[config.mk]
export PLATFORM = sky130hd
export DESIGN_NAME = tenbase_t_phy_control
export DESIGN_NICKNAME = d
export VERILOG_FILES = /design/src/phy_ctrl_pkg.sv /design/src/phy_interval_timer.sv /design/src/phy_jabber_guard.sv /design/src/tenbase_t_phy_control.sv
export SDC_FILE = /design/constraint.sdc
export NUM_CORES = 1
export LEC_CHECK = 0
export BUFFER_PORTS_ARGS = -buffer_cell sky130_fd_sc_hd__buf_2
export CAP_MARGIN = 10
export CELL_PAD_IN_SITES_DETAIL_PLACEMENT = 1
export CELL_PAD_IN_SITES_GLOBAL_PLACEMENT = 1
export CORE_UTILIZATION = 40
export CTS_CLUSTER_SIZE = 16
export DETAILED_ROUTE_END_ITERATION = 10
export PLACE_DENSITY = 0.79
export RECOVER_POWER = 100
export REMOVE_ABC_BUFFERS = 1
export SLEW_MARGIN = 20
export SYNTH_ARGS = -nofsm -noshare
export SYNTH_HDL_FRONTEND = slang
export SYNTH_SLANG_ARGS = --single-unit
[constraint.sdc]
create_clock -name i_clock -period 3.1 [get_ports i_clock]
set_input_delay 0.465 -clock i_clock [delete_from_list [all_inputs] [get_ports i_clock]]
set_output_delay 0.465 -clock i_clock [all_outputs]
set_load 0.01 [all_outputs]
[src/phy_ctrl_pkg.sv]
// Shared constants and types for the 10BASE-T physical layer control block
package phy_ctrl_pkg;

    // Clock and timing figures
    localparam int unsigned CLOCK_PERIOD_NS = 20;
    localparam int unsigned NS_PER_MS       = 1000000;
    localparam int unsigned ATTEMPT_TIME_MS = 250;
    localparam int unsigned BREAK_TIME_MS   = 1500;
    localparam int unsigned FLP_GAP_TIME_MS = 16;
    localparam int unsigned MAX_FRAME_BITS  = 12144;
    localparam int unsigned BIT_TIME_NS     = 100;

    // Derived cycle counts; every figure divides evenly at 50 MHz
    localparam int unsigned ATTEMPT_CYCLES = ATTEMPT_TIME_MS * (NS_PER_MS / CLOCK_PERIOD_NS);
    localparam int unsigned BREAK_CYCLES   = BREAK_TIME_MS * (NS_PER_MS / CLOCK_PERIOD_NS);
    localparam int unsigned FLP_GAP_CYCLES = FLP_GAP_TIME_MS * (NS_PER_MS / CLOCK_PERIOD_NS);
    localparam int unsigned JABBER_CYCLES  = (MAX_FRAME_BITS * BIT_TIME_NS + CLOCK_PERIOD_NS - 1) / CLOCK_PERIOD_NS;

    // Link code word layout
    localparam int unsigned LCW_WIDTH    = 16;
    localparam int unsigned LCW_SEL_LSB  = 0;
    localparam int unsigned LCW_SEL_W    = 5;
    localparam logic [4:0]  LCW_SELECTOR = 5'h01;
    localparam int unsigned LCW_10HD     = 5;
    localparam int unsigned LCW_10FD     = 6;
    localparam int unsigned LCW_PAUSE    = 10;
    localparam int unsigned LCW_RFAULT   = 13;
    localparam int unsigned LCW_ACK      = 14;

    // Negotiation failure status layout
    localparam int unsigned FAIL_W       = 8;
    localparam int unsigned FAIL_INCOMPAT = 7;
    localparam int unsigned FAIL_TIMEOUT  = 5;
    localparam logic [7:0]  FAIL_RESET    = 8'h00;

    typedef enum logic [2:0] {
        PHASE_OFF     = 3'b000,
        PHASE_ATTEMPT = 3'b001,
        PHASE_BREAK   = 3'b010,
        PHASE_LINKED  = 3'b011,
        PHASE_MANUAL  = 3'b100
    } phase_type;

endpackage

[src/phy_interval_timer.sv]
// Restartable interval counter that pulses at the end of every interval
`timescale 1ns/1ps
`default_nettype none
module phy_interval_timer #(
    parameter int unsigned WIDTH = 27,
    parameter int unsigned LIMIT = 1000
) (
    input  wire logic i_clock,
    input  wire logic i_rst_n,
    input  wire logic i_clear,
    input  wire logic i_run,
    output logic      o_done
);
    typedef struct packed {
        logic [WIDTH-1:0] count;
    } timer_state_type;

    localparam logic [WIDTH-1:0] LAST = WIDTH'(LIMIT - 1);

    timer_state_type state;
    timer_state_type next_state;

    assign o_done = i_run && !i_clear && (state.count == LAST);

    always_comb begin
        next_state = state;
        if (i_clear) begin
            next_state.count = '0;
        end else if (i_run) begin
            if (state.count == LAST) begin
                next_state.count = '0;
            end else begin
                next_state.count = state.count + WIDTH'(1);
            end
        end
    end

    always_ff @(posedge i_clock or negedge i_rst_n) begin
        if (!i_rst_n) begin
            state <= '0;
        end else begin
            state <= next_state;
        end
    end
endmodule
`default_nettype wire

[src/phy_jabber_guard.sv]
// Transmit length watchdog that blocks an overlong frame until it ends
`timescale 1ns/1ps
`default_nettype none
module phy_jabber_guard #(
    parameter int unsigned WIDTH = 16,
    parameter int unsigned LIMIT = 60720
) (
    input  wire logic i_clock,
    input  wire logic i_rst_n,
    input  wire logic i_enable,
    input  wire logic i_tx_active,
    output logic      o_trip,
    output logic      o_blocking
);
    typedef struct packed {
        logic [WIDTH-1:0] count;
        logic             blocking;
    } guard_state_type;

    localparam logic [WIDTH-1:0] LAST = WIDTH'(LIMIT - 1);

    guard_state_type state;
    guard_state_type next_state;

    assign o_trip     = i_enable && i_tx_active && !state.blocking && (state.count == LAST);
    assign o_blocking = state.blocking;

    always_comb begin
        next_state = state;
        if (!i_tx_active) begin
            // Block is held to the end of the frame so no tail fragment escapes
            next_state.count    = '0;
            next_state.blocking = 1'b0;
        end else begin
            if (state.count != LAST) begin
                next_state.count = state.count + WIDTH'(1);
            end
            if (o_trip) begin
                next_state.blocking = 1'b1;
            end
        end
    end

    always_ff @(posedge i_clock or negedge i_rst_n) begin
        if (!i_rst_n) begin
            state <= '0;
        end else begin
            state <= next_state;
        end
    end
endmodule
`default_nettype wire

[src/tenbase_t_phy_control.sv]
// Control and monitoring logic of the 10BASE-T physical layer
// Behaviour
// - Capabilities go out as 16-bit link code words in fast link pulse bursts.
// - Failed negotiation pulses failure, records cause, falls back to half duplex.
// - Successful negotiation pulses complete and never failure in the same event.
// - Always advertise 10 Mb/s; pick full duplex when the partner offers it.
// - Advertise pause capability while the pause-advertise input is high.
// - Disabling then re-enabling transmitter or receiver restarts negotiation.
// - A legacy partner without negotiation gives half-duplex operation.
// - Attempt for 250 ms, then break link 1.5 s, and repeat.
// - During break link ignore partner words and do not negotiate.
// - Loopback routes transmit to receive and isolates from the line.
// - With link check on, link loss stops transmit and, outside loopback, receive; report link.
// - With link check off, operate regardless of link pulses.
// - Smart squelch qualifies receive by amplitude and timing.
// - Auto polarity corrects reversed receive and reports it.
// - Without auto polarity, manual invert reverses receive data.
// - Jabber protection blocks overlong transmit and pulses jabber detected.
// - A jabber event clears loopback mode.
// - Duplex select is writable only while enable_a is disabled.
`timescale 1ns/1ps
`default_nettype none
module tenbase_t_phy_control #(
    parameter int unsigned ATTEMPT_CYCLES = phy_ctrl_pkg::ATTEMPT_CYCLES,
    parameter int unsigned BREAK_CYCLES   = phy_ctrl_pkg::BREAK_CYCLES,
    parameter int unsigned FLP_GAP_CYCLES = phy_ctrl_pkg::FLP_GAP_CYCLES,
    parameter int unsigned JABBER_CYCLES  = phy_ctrl_pkg::JABBER_CYCLES
) (
    input  wire logic        i_clock,
    input  wire logic        i_rst_n,
    input  wire logic        i_phy_power_enable,
    input  wire logic        i_tx_path_enable,
    input  wire logic        i_rx_path_enable,
    input  wire logic        i_duplex_write,
    input  wire logic        i_duplex_value,
    input  wire logic        i_loopback_write,
    input  wire logic        i_loopback_value,
    input  wire logic        i_enable_a,
    input  wire logic        i_pause_advertise,
    input  wire logic        i_smart_squelch_enable,
    input  wire logic        i_link_check_enable,
    input  wire logic        i_jabber_enable,
    input  wire logic        i_auto_polarity_enable,
    input  wire logic        i_manual_polarity_invert,
    input  wire logic        i_wake_clear,
    input  wire logic        i_partner_word_valid,
    input  wire logic [15:0] i_partner_word,
    input  wire logic        i_partner_nlp,
    input  wire logic        i_link_pulse_ok,
    input  wire logic        i_line_rx_valid,
    input  wire logic        i_line_rx_data,
    input  wire logic        i_rx_amplitude_ok,
    input  wire logic        i_rx_timing_ok,
    input  wire logic        i_polarity_reversed_detect,
    input  wire logic        i_mac_tx_en,
    input  wire logic        i_mac_tx_data,
    output logic             o_duplex_select,
    output logic             o_loopback,
    output logic             o_remote_fault,
    output logic             o_link_good,
    output logic             o_polarity_flipped,
    output logic             o_wake_event_flag,
    output logic [7:0]       o_negotiation_fail_status_reg,
    output logic             o_neg_complete,
    output logic             o_neg_failed,
    output logic             o_jabber_detected,
    output logic [15:0]      o_local_word,
    output logic             o_flp_burst,
    output logic             o_line_tx_en,
    output logic             o_line_tx_data,
    output logic             o_mac_rx_valid,
    output logic             o_mac_rx_data
);
    typedef struct packed {
        phy_ctrl_pkg::phase_type phase;
        logic                    duplex;
        logic                    loopback;
        logic                    remote_fault;
        logic                    link_good;
        logic                    pol_flip;
        logic                    wake;
        logic                    ack;
        logic [7:0]              fail_status;
        logic                    complete_pulse;
        logic                    failed_pulse;
        logic                    jabber_pulse;
        logic                    burst_pulse;
        logic [15:0]             local_word;
        logic                    tx_en;
        logic                    tx_data;
        logic                    rx_valid;
        logic                    rx_data;
    } ctrl_state_type;

    localparam int unsigned ATTEMPT_W = $clog2(ATTEMPT_CYCLES + 1);
    localparam int unsigned BREAK_W   = $clog2(BREAK_CYCLES + 1);
    localparam int unsigned FLP_W     = $clog2(FLP_GAP_CYCLES + 1);
    localparam int unsigned JABBER_W  = $clog2(JABBER_CYCLES + 1);

    ctrl_state_type state;
    ctrl_state_type next_state;

    logic path_enabled;
    logic attempt_done;
    logic break_done;
    logic burst_due;
    logic jabber_trip;
    logic jabber_block;
    logic carrier_ok;
    logic squelch_ok;
    logic rx_invert;
    logic partner_compatible;

    assign path_enabled       = i_phy_power_enable && i_tx_path_enable && i_rx_path_enable;
    assign partner_compatible = i_partner_word[phy_ctrl_pkg::LCW_10HD] || i_partner_word[phy_ctrl_pkg::LCW_10FD];
    // Link loss only matters while link check is on; otherwise run blind
    assign carrier_ok = ((state.phase == phy_ctrl_pkg::PHASE_LINKED) || (state.phase == phy_ctrl_pkg::PHASE_MANUAL))
                        && !(i_link_check_enable && !state.link_good);
    assign squelch_ok = !i_smart_squelch_enable || (i_rx_amplitude_ok && i_rx_timing_ok);
    assign rx_invert  = i_auto_polarity_enable ? state.pol_flip : i_manual_polarity_invert;

    // Timers are cleared outside their phase, so every re-enable starts them afresh
    phy_interval_timer #(.WIDTH(ATTEMPT_W), .LIMIT(ATTEMPT_CYCLES)) u_attempt_timer (
        .i_clock (i_clock),
        .i_rst_n (i_rst_n),
        .i_clear (state.phase != phy_ctrl_pkg::PHASE_ATTEMPT),
        .i_run   (1'b1),
        .o_done  (attempt_done)
    );

    phy_interval_timer #(.WIDTH(BREAK_W), .LIMIT(BREAK_CYCLES)) u_break_timer (
        .i_clock (i_clock),
        .i_rst_n (i_rst_n),
        .i_clear (state.phase != phy_ctrl_pkg::PHASE_BREAK),
        .i_run   (1'b1),
        .o_done  (break_done)
    );

    phy_interval_timer #(.WIDTH(FLP_W), .LIMIT(FLP_GAP_CYCLES)) u_burst_timer (
        .i_clock (i_clock),
        .i_rst_n (i_rst_n),
        .i_clear (state.phase != phy_ctrl_pkg::PHASE_ATTEMPT),
        .i_run   (1'b1),
        .o_done  (burst_due)
    );

    phy_jabber_guard #(.WIDTH(JABBER_W), .LIMIT(JABBER_CYCLES)) u_jabber_guard (
        .i_clock     (i_clock),
        .i_rst_n     (i_rst_n),
        .i_enable    (i_jabber_enable),
        .i_tx_active (i_mac_tx_en),
        .o_trip      (jabber_trip),
        .o_blocking  (jabber_block)
    );

    always_comb begin
        next_state                = state;
        next_state.complete_pulse = 1'b0;
        next_state.failed_pulse   = 1'b0;
        next_state.burst_pulse    = 1'b0;
        next_state.jabber_pulse   = jabber_trip;
        next_state.link_good      = i_link_pulse_ok;
        next_state.pol_flip       = i_auto_polarity_enable && i_polarity_reversed_detect;
        // A partner signal in the clear cycle still leaves the flag set
        if (i_link_pulse_ok || i_line_rx_valid) begin
            next_state.wake = 1'b1;
        end else if (i_wake_clear) begin
            next_state.wake = 1'b0;
        end
        if (jabber_trip) begin
            next_state.loopback = 1'b0;
        end else if (i_loopback_write) begin
            next_state.loopback = i_loopback_value;
        end
        if (!i_enable_a && i_duplex_write) begin
            next_state.duplex = i_duplex_value;
        end
        case (state.phase)
            phy_ctrl_pkg::PHASE_OFF: begin
                if (path_enabled) begin
                    next_state.fail_status  = phy_ctrl_pkg::FAIL_RESET;
                    next_state.remote_fault = 1'b0;
                    next_state.ack          = 1'b0;
                    if (i_enable_a) begin
                        next_state.phase       = phy_ctrl_pkg::PHASE_ATTEMPT;
                        next_state.burst_pulse = 1'b1;
                    end else begin
                        next_state.phase = phy_ctrl_pkg::PHASE_MANUAL;
                    end
                end
            end
            phy_ctrl_pkg::PHASE_ATTEMPT: begin
                if (burst_due) begin
                    next_state.burst_pulse = 1'b1;
                end
                if (i_partner_word_valid) begin
                    next_state.ack          = 1'b1;
                    next_state.remote_fault = i_partner_word[phy_ctrl_pkg::LCW_RFAULT];
                    if (partner_compatible) begin
                        next_state.complete_pulse = 1'b1;
                        next_state.duplex         = i_partner_word[phy_ctrl_pkg::LCW_10FD];
                        next_state.phase          = phy_ctrl_pkg::PHASE_LINKED;
                    end else begin
                        next_state.failed_pulse                            = 1'b1;
                        next_state.fail_status[phy_ctrl_pkg::FAIL_INCOMPAT] = 1'b1;
                        next_state.duplex                                  = 1'b0;
                        next_state.phase                                   = phy_ctrl_pkg::PHASE_BREAK;
                    end
                end else if (i_partner_nlp) begin
                    next_state.duplex = 1'b0;
                    next_state.phase  = phy_ctrl_pkg::PHASE_LINKED;
                end else if (attempt_done) begin
                    next_state.failed_pulse                           = 1'b1;
                    next_state.fail_status[phy_ctrl_pkg::FAIL_TIMEOUT] = 1'b1;
                    next_state.duplex                                 = 1'b0;
                    next_state.phase                                  = phy_ctrl_pkg::PHASE_BREAK;
                end
            end
            phy_ctrl_pkg::PHASE_BREAK: begin
                // Partner words are deliberately not looked at here
                if (break_done) begin
                    next_state.ack         = 1'b0;
                    next_state.phase       = phy_ctrl_pkg::PHASE_ATTEMPT;
                    next_state.burst_pulse = 1'b1;
                end
            end
            phy_ctrl_pkg::PHASE_LINKED: begin
                next_state.phase = phy_ctrl_pkg::PHASE_LINKED;
            end
            phy_ctrl_pkg::PHASE_MANUAL: begin
                next_state.phase = phy_ctrl_pkg::PHASE_MANUAL;
            end
            default: begin
                next_state.phase = phy_ctrl_pkg::PHASE_OFF;
            end
        endcase
        if (!path_enabled) begin
            next_state.phase = phy_ctrl_pkg::PHASE_OFF;
        end
        next_state.local_word = '0;
        next_state.local_word[phy_ctrl_pkg::LCW_SEL_LSB +: phy_ctrl_pkg::LCW_SEL_W] = phy_ctrl_pkg::LCW_SELECTOR;
        next_state.local_word[phy_ctrl_pkg::LCW_10HD]  = 1'b1;
        next_state.local_word[phy_ctrl_pkg::LCW_10FD]  = 1'b1;
        next_state.local_word[phy_ctrl_pkg::LCW_PAUSE] = i_pause_advertise;
        next_state.local_word[phy_ctrl_pkg::LCW_ACK]   = next_state.ack;
        next_state.tx_en   = carrier_ok && i_mac_tx_en && !state.loopback && !jabber_block;
        next_state.tx_data = i_mac_tx_data;
        if (state.loopback) begin
            // Loopback ignores link check: the line is isolated and pulses vanish
            next_state.rx_valid = path_enabled && i_mac_tx_en;
            next_state.rx_data  = i_mac_tx_data;
        end else begin
            next_state.rx_valid = carrier_ok && i_line_rx_valid && squelch_ok;
            next_state.rx_data  = i_line_rx_data ^ rx_invert;
        end
    end

    always_ff @(posedge i_clock or negedge i_rst_n) begin
        if (!i_rst_n) begin
            state             <= '0;
            state.phase       <= phy_ctrl_pkg::PHASE_OFF;
            state.fail_status <= phy_ctrl_pkg::FAIL_RESET;
        end else begin
            state <= next_state;
        end
    end

    assign o_duplex_select               = state.duplex;
    assign o_loopback                    = state.loopback;
    assign o_remote_fault                = state.remote_fault;
    assign o_link_good                   = state.link_good;
    assign o_polarity_flipped            = state.pol_flip;
    assign o_wake_event_flag             = state.wake;
    assign o_negotiation_fail_status_reg = state.fail_status;
    assign o_neg_complete                = state.complete_pulse;
    assign o_neg_failed                  = state.failed_pulse;
    assign o_jabber_detected             = state.jabber_pulse;
    assign o_local_word                  = state.local_word;
    assign o_flp_burst                   = state.burst_pulse;
    assign o_line_tx_en                  = state.tx_en;
    assign o_line_tx_data                = state.tx_data;
    assign o_mac_rx_valid                = state.rx_valid;
    assign o_mac_rx_data                 = state.rx_data;
endmodule
`default_nettype wire

Word level (Yosys, flattened, before mapping) --
Cells that the tools add are included.
Word-level totals: register bits 113, input bits 43, output and inout port bits 38, logic and storage cells 139
Cells by class: add/sub/neg operators 4, eq/ne operators 21, multiplexer cells 50, bitwise operators 1, reduce and logical (&&, ||, !) cells 39
Operators by type and width (number):
- 27-bit 2-to-1 mux | 2
- 24-bit 2-to-1 mux | 2
- 20-bit 2-to-1 mux | 2
- 27-bit by 1-bit adder with 27-bit output (second input constant) | 1
- 27-bit equality test (second input constant) | 1
- 1-bit 2-to-1 mux | 25
- 24-bit by 1-bit adder with 24-bit output (second input constant) | 1
- 24-bit equality test (second input constant) | 1
- 20-bit by 1-bit adder with 20-bit output (second input constant) | 1
- 20-bit equality test (second input constant) | 1
- 1-bit logical AND | 19
- 17-bit 2-to-1 mux | 1
- 16-bit by 1-bit adder with 16-bit output (second input constant) | 1
- 16-bit equality test (second input constant) | 1
- 16-bit 2-to-1 mux | 1
- 16-bit inequality test (second input constant) | 1
- 3-bit one-hot mux with 5 select lines | 1
- 4-bit 2-to-1 mux | 3
- 2-bit inequality test (second input constant) | 6
- 3-bit 2-to-1 mux | 3
- 9-bit 2-to-1 mux | 1
- 1-bit logical NOT | 8
- 2-bit 2-to-1 mux | 4
- 3-bit by 2-bit equality test with 1-bit output (second input constant) | 2
- other kinds (17) | 26

Depth between registers and ports, before layout --
Gate-level depths: netlist (run 1).
word-level depth 8, depth in mapped cells 6, mapped depth without buffers 5

Modules after synthesis --
From an unflattened synthesis (run 1), not the netlist that was laid out.
Unflattened totals: cells, all modules 708, area total of the unflattened synthesis 6547.5 um^2
By module, submodules not included:
- phy_interval_timer (u_break_timer) | instances 1, cells an instance 196, area an instance 1778.0 um^2, seq. area each 675.6 um^2
- phy_interval_timer (u_attempt_timer) | instances 1, cells an instance 167, area an instance 1496.4 um^2, seq. area each 600.6 um^2
- phy_interval_timer (u_burst_timer) | instances 1, cells an instance 141, area an instance 1275.0 um^2, seq. area each 500.5 um^2
- tenbase_t_phy_control | instances 1, cells an instance 116, area an instance 1138.6 um^2, seq. area each 550.5 um^2
- phy_jabber_guard | instances 1, cells an instance 88, area an instance 859.6 um^2, seq. area each 425.4 um^2

Worst setup path after synthesis (run 1) --
Ideal clock, no wire load.
path type flip-flop to flip-flop, start point register u_attempt_timer.state[0] (netlist bit), end point register u_attempt_timer.state[18] (netlist bit), setup time 0.078 ns, data arrival time 1.843 ns, slack 1.179 ns, stages on the path, launching flop included 7, path through dfrtp_1 > ha_1 > nand4_1 > or3_1 > clkbuf_1 > or4_1 > a21oi_1
RTL lines:
- start: declaration | line phy_interval_timer.sv:20 | timer_state_type state;
- start signal: assignment | line phy_interval_timer.sv:42 | state <= next_state;

==> results of run 1 <==
[synthesized netlist by cell type (2+ instances only)]
cell / number / area, µm²
conb_1: 2 / 7.51
mux2i_1: 3 / 30.0
nor4_1: 16 / 100
ha_1: 4 / 50.1
or4_1: 14 / 105
o21ai_1: 3 / 15.0
dfrtp_1: 110 / 2750
buf_2: 2 / 10.0
xor2_1: 15 / 131
nand3_1: 36 / 180
nor2_1: 64 / 240
inv_1: 22 / 82.6
nand2b_1: 5 / 31.3
o22ai_1: 2 / 12.5
nor4b_1: 3 / 26.3
and3_1: 8 / 50.1
nor4bb_1: 4 / 40.0
buf_4: 24 / 180
clkbuf_1: 12 / 45.0
and4_1: 7 / 61.3
o21ai_0: 25 / 125
xnor2_1: 29 / 254
mux2_2: 2 / 22.5
nor3_1: 11 / 55.1
o41ai_1: 5 / 43.8
a21oi_1: 36 / 180
o31a_1: 2 / 17.5
or3_1: 21 / 131
nand4_1: 21 / 131
nand2_1: 41 / 154
or4_4: 2 / 22.5
o31ai_1: 13 / 97.6
nand4_2: 2 / 25.0
or4b_2: 2 / 20.0
a31o_2: 2 / 17.5
nor3b_1: 6 / 45.0
[area by class of cell]
type                            instances  area (µm²)
Fill cell                            1605        7610
Sequential cell                       110        2750
Multi-Input combinational cell        438        2620
Timing Repair Buffer                   55         259
Clock buffer                            9         225
Tap cell                              180         225
Inverter                               23        86.3
Clock inverter                          7        47.5
[critical path, delay by kind of cell, from the launching register on]
family                 cells  cell delay [ns]
flip-flops                 1             0.43
buffers and inverters      1             0.94
AO/OA/AOI/OAI              1             0.21
AND/OR/NAND/NOR            3             0.78
[per-layer routing]
metal / GRT usage / part of all wire
met5: 0 / 0
met4: 0.0664 / 0.013
met3: 0.0470 / 0.036
met2: 0.351 / 0.50
met1: 0.261 / 0.45
[cells by family (layout without fill, tap and decap cells)]
group,count (synthesis),after routing,share of synthesized area
multiplexers,5,5,0.00929
AO/OA/AOI/OAI,97,97,0.103
XOR/XNOR,44,44,0.0681
adder cells (fa/ha/maj),4,4,0.00885
buffers and inverters,63,94,0.0595
other,2,18,0.00133
AND/OR/NAND/NOR,270,270,0.263
flip-flops,110,110,0.487
[power by group through the flow]
stage | clock [mW] | combinational (mW) | sequential (mW)
6_report | 1.11 | 0.143 | 1.47
5_1_grt | 1.19 | 0.164 | 1.48
3_3_place_gp | 0 | 0.146 | 1.50
2_1_floorplan | 0 | 0.0513 | 1.50
4_1_cts | 1.14 | 0.153 | 1.47
3_5_place_dp | 0 | 0.152 | 1.50
[stage by stage]
stage / hold slack [ns] / total power [mW] / util
2_1_floorplan: 0.169 / 1.56 / -
3_3_place_gp: 0.461 / 1.65 / 0.433
3_5_place_dp: 0.487 / 1.65 / 0.433
4_1_cts: 0.198 / 2.77 / 0.453
5_1_grt: 0.195 / 2.83 / 0.450
6_report: 0.211 / 2.72 / 0.450
[final timing paths]
path	endpoint	start	cells after the start
max in group asynchronous	u_burst_timer.state[6]$_DFF_PN0_	i_rst_n	2
min in group asynchronous	u_jabber_guard.state[9]$_DFFE_PN0P_	i_rst_n	1
min	o_local_word[10]$_DFF_PN0_	i_pause_advertise	1
max reg2reg	u_break_timer.state[7]$_DFF_PN0_	u_break_timer.state[24]$_DFF_PN0_	5
min reg2reg	u_burst_timer.state[0]$_DFF_PN0_	u_burst_timer.state[0]$_DFF_PN0_	1
max	u_break_timer.state[7]$_DFF_PN0_	u_break_timer.state[24]$_DFF_PN0_	5
==> qor.csv, run 1 <==
metric,value,unit
Post-synth ARST share,1.00,
Reg power frac,0.541,
DRT antenna net count,0,
peak supply drop,0.338,mV
Mapped Avg Cell Area,9.50,µm²
Final HPWL DP,9570,µm
worst reg2reg setup slack,0.58,ns
setup ws final,0.581,ns
Die Y,121,µm
first-pass GRT wire length,24000,µm
status,finished clean,
count of hold-fix buffers inserted at cts,0,
Sw Ratio,0.249,
P_sw,678,µW
insertion delay to the later sink of the worst-skew pair,0.36,ns
Critical-path top delay cell,clkbuf_1,
Regs by FF count,"u_break_timer.state (27), u_attempt_timer.state (24), u_burst_timer.state (20)",
total number of yosys warnings,0,
share of post-route cells with drive strength above 1,0.0903,
P_int,2.05,mW
CP max FO,27,
Crit Path Class,reg -> reg,
cell row count,43,
cts bufs inserted,9,
drt total wl,13800,µm
global route total overflow,0,
Tcrit/Tclk final,0.813,
gp weighted congestion,0.824,
Mapped Area,5660,µm²
Initial DRC Count,223,
Least-Margin Pin Slew,1.45,ns
"Reg clk slew, reported paths",0.08,ns
post-route cell area,6220,µm²
Logic pwr share,0.053,
final hold violation count,0,
Global Route Usage Sum,0.207,
core area,13800,µm²
"commonest non-fill, non-tap cell in the layout",dfrtp_1,
I/O Pins,81,
Post-CTS Resized,0,
Cell Count Post-Placement,806,
Initial Util,0.409,
ANT cells,0,
CTS tree,yes,
post-route insts no fill,822,
Top reg by flops,u_break_timer.state,
Max-Cap Viols,0,
Fin Setup TNS,0,ns
number of global-route vias before repair,5022,
critical path cell sequence,nor4b_1 -> nand4_1 -> o21ai_1 -> clkbuf_1 -> nor2_1,
post-synthesis cell count,595,
wire per inst,16.8,µm
Synth Register Bits,110,
Slew headroom,0.0348,
clock power share,0.407,
most frequent cells in the layout,"110 x dfrtp_1, 64 x nor2_1, 41 x nand2_1",
max-slew violations,0,
routed vias/inst,5.61,
setup slack at placement,0.845,ns
initial antenna violation count,0,
FMAX,0.397,GHz
clock skew,0.0112,ns
max incr delay on CP,0.94,ns
Cell Pwr Density,438,nW/µm²
Post-synth EDFFs,0,
DP Area,5990,µm²
Residual DRC,0,
synth unique cells,55,
Worst setup SP type,flop,
full die area,14600,µm²
max reg flops,27,
"Seq/Total Area, Yosys",0.487,
CTS root buf,clkbuf_16,
DIE WIDTH,121,µm
Synth Flop Type,dfrtp_1,
area growth from synthesis to layout,9.93,%
Post-CTS Setup Bufs,0,
CP required,3.29,ns
CTS Buffer Depth,2,
endpoint type of the worst setup path,flop,
worst hold path type,in -> reg,
NumNets Final,684,
clock sink count,110,
IO Port Bufs,50,
TritonRoute pass-1 iters,4,
Tmin final,2.52,ns
Vias,4612,
final setup fails,0,
critical path arrival,2.71,ns
number of H-tree levels,3,
largest net degree at the start of global routing,58,
RSZ-0062 raised after global routing,false,
leakage power,2.37,nW
No activity file was read; power rests on OpenSTA's default activity.
==> run 2, diff against run 1 <==
==> constraint.sdc (replaced) <==
create_clock -name i_clock -period 2.45 [get_ports i_clock]
set_input_delay 0.3675 -clock i_clock [delete_from_list [all_inputs] [get_ports i_clock]]
set_output_delay 0.3675 -clock i_clock [all_outputs]
set_load 0.01 [all_outputs]
==> run 2 against run 1 <==
Compared with the run above:
- the run now ends with max-slew violations left
- wire length shrank 1.9%
- cell count grew 0.24%
- non-clock buffer count increased by 3
- flip-flop and latch count unchanged
- design area rose by 0.24%
- die area is the same
- critical path type unchanged
==> qor.csv, run 2 (same netlist as run 1, synthesis figures left out) <==
metric,value,unit,change
global route total overflow,0,,unchanged
status,"complete, but fails checks",,
most frequent cells in the layout,"110 x dfrtp_1, 64 x nor2_1, 41 x nand2_1",,
CP required,2.72,ns,-0.57 ns
area growth from synthesis to layout,10.2,%,
Cell Pwr Density,549,nW/µm²,+25%
"Reg clk slew, reported paths",0.07,ns,about the same
drt total wl,13600,µm,-1.9%
endpoint type of the worst setup path,flop,,
CTS root buf,clkbuf_16,,
Final HPWL DP,9560,µm,about the same
DRT antenna net count,0,,unchanged
FMAX,0.441,GHz,+11%
Initial Util,0.409,,unchanged
Residual DRC,0,,unchanged
final setup fails,0,,unchanged
cell row count,43,,unchanged
I/O Pins,81,,unchanged
Initial DRC Count,206,,-7.6%
count of hold-fix buffers inserted at cts,0,,unchanged
largest net degree at the start of global routing,111,,+91%
number of H-tree levels,3,,unchanged
max reg flops,27,,unchanged
peak supply drop,0.278,mV,-18%
Top reg by flops,u_break_timer.state,,
clock sink count,110,,unchanged
Post-CTS Setup Bufs,0,,unchanged
Post-CTS Resized,0,,unchanged
ANT cells,0,,unchanged
cts bufs inserted,9,,unchanged
Crit Path Class,reg -> reg,,
full die area,14600,µm²,unchanged
fin util,0.451,,+0.00109
wire per inst,16.5,µm,-2.1%
Vias,4623,,+0.24%
NumNets Final,687,,+0.44%
number of global-route vias before repair,4922,,-2.0%
share of post-route cells with drive strength above 1,0.0901,,-0.000281
# fillers,1620,,+0.93%
Regs by FF count,"u_break_timer.state (27), u_attempt_timer.state (24), u_burst_timer.state (20)",,
final hold slack,0.137,ns,-0.0738 ns
Tcrit/Tclk final,0.926,,+0.114
critical path arrival,2.54,ns,-0.17 ns
Max-Cap Viols,0,,unchanged
RSZ-0062 raised after global routing,false,,
insertion delay to the later sink of the worst-skew pair,0.35,ns,about the same
Fin Setup TNS,0,ns,unchanged
final hold violation count,0,,unchanged
CTS Buffer Depth,2,,unchanged
Worst setup SP type,flop,,
clock skew,0.00780,ns,-0.00341 ns
CP max FO,9,,-67%
first-pass GRT wire length,23600,µm,-1.6%
IO Port Bufs,50,,unchanged
Die Y,121,µm,unchanged
DIE WIDTH,121,µm,unchanged
initial antenna violation count,0,,unchanged
TritonRoute pass-1 iters,4,,unchanged
gp weighted congestion,0.810,,-1.7%
Least-Margin Pin Slew,1.51,ns,+0.0589 ns
worst hold path type,in -> reg,,
leakage power,2.38,nW,+0.57%
"commonest non-fill, non-tap cell in the layout",dfrtp_1,,
CTS tree,yes,,
Global Route Usage Sum,0.203,,-0.00398
Slew headroom,-0.00448,,-0.0392
max-slew violations,110,,+110
core area,13800,µm²,unchanged
violated checks,max-slew violations,,
routed vias/inst,5.61,,about the same
Tmin final,2.27,ns,-0.250 ns
-- run 2: final cells by class --
type / count / area (µm²) / area share
Inverter: 23 / 86.3 / 0.0139
Tap cell: 180 / 225 / 0.0361
Sequential cell: 110 / 2750 / 0.442
Multi-Input combinational cell: 438 / 2620 / 0.421
Clock buffer: 14 / 264 / 0.0424
Timing Repair Buffer: 58 / 278 / 0.0446
Clock inverter: 1 / 5.00 / 0.000803
-- run 2: report_power, final --
part | switching, mW | internal (mW)
Sequential | 0.0250 | 1.84
Combinational | 0.123 | 0.0556
Clock | 0.640 | 0.741
-- run 2: routing by layer --
| layer | vias up | share of wire | GRT usage |
|---|---|---|---|
| met1 | 2342 | 0.44 | 0.251 |
| met2 | 79 | 0.52 | 0.359 |
| met5 | - | 0 | 0 |
| met4 | 0 | 0.015 | 0.0679 |
| met3 | 15 | 0.032 | 0.0334 |
| li1 | 2187 | - | - |
-- run 2: stage by stage --
stage	setup slack [ns]	area, µm²	instances	power, mW
6_report	0.181	6230	824	3.42
4_1_cts	0.202	6280	824	3.47
2_1_floorplan	0.334	5470	571	1.97
3_3_place_gp	0.318	6020	809	2.08
3_5_place_dp	0.228	6020	809	2.09
5_1_grt	0.0496	6230	824	3.56
-- run 2: worst paths after layout --
path                                             startpoint                           endpoint  slack (ns)  cells past startpoint
min in group asynchronous                           i_rst_n  u_break_timer.state[20]$_DFF_PN0_        0.53                      2
min reg2reg                u_burst_timer.state[0]$_DFF_PN0_   u_burst_timer.state[0]$_DFF_PN0_        0.48                      1
max reg2reg                u_break_timer.state[0]$_DFF_PN0_  u_break_timer.state[22]$_DFF_PN0_        0.18                      6
min                                         i_link_pulse_ok              o_link_good$_DFF_PN0_        0.14                      1
max in group asynchronous                           i_rst_n   u_burst_timer.state[8]$_DFF_PN0_        1.01                      2
max                        u_break_timer.state[0]$_DFF_PN0_  u_break_timer.state[22]$_DFF_PN0_        0.18                      6
-- run 2: worst max-delay path: stages, from the launching register on --
cell     delay, ns
dfrtp_1       0.40
ha_1          0.26
nand2_1       0.13
or4_1         0.62
buf_4         0.21
or4_1         0.40
a21oi_1       0.16
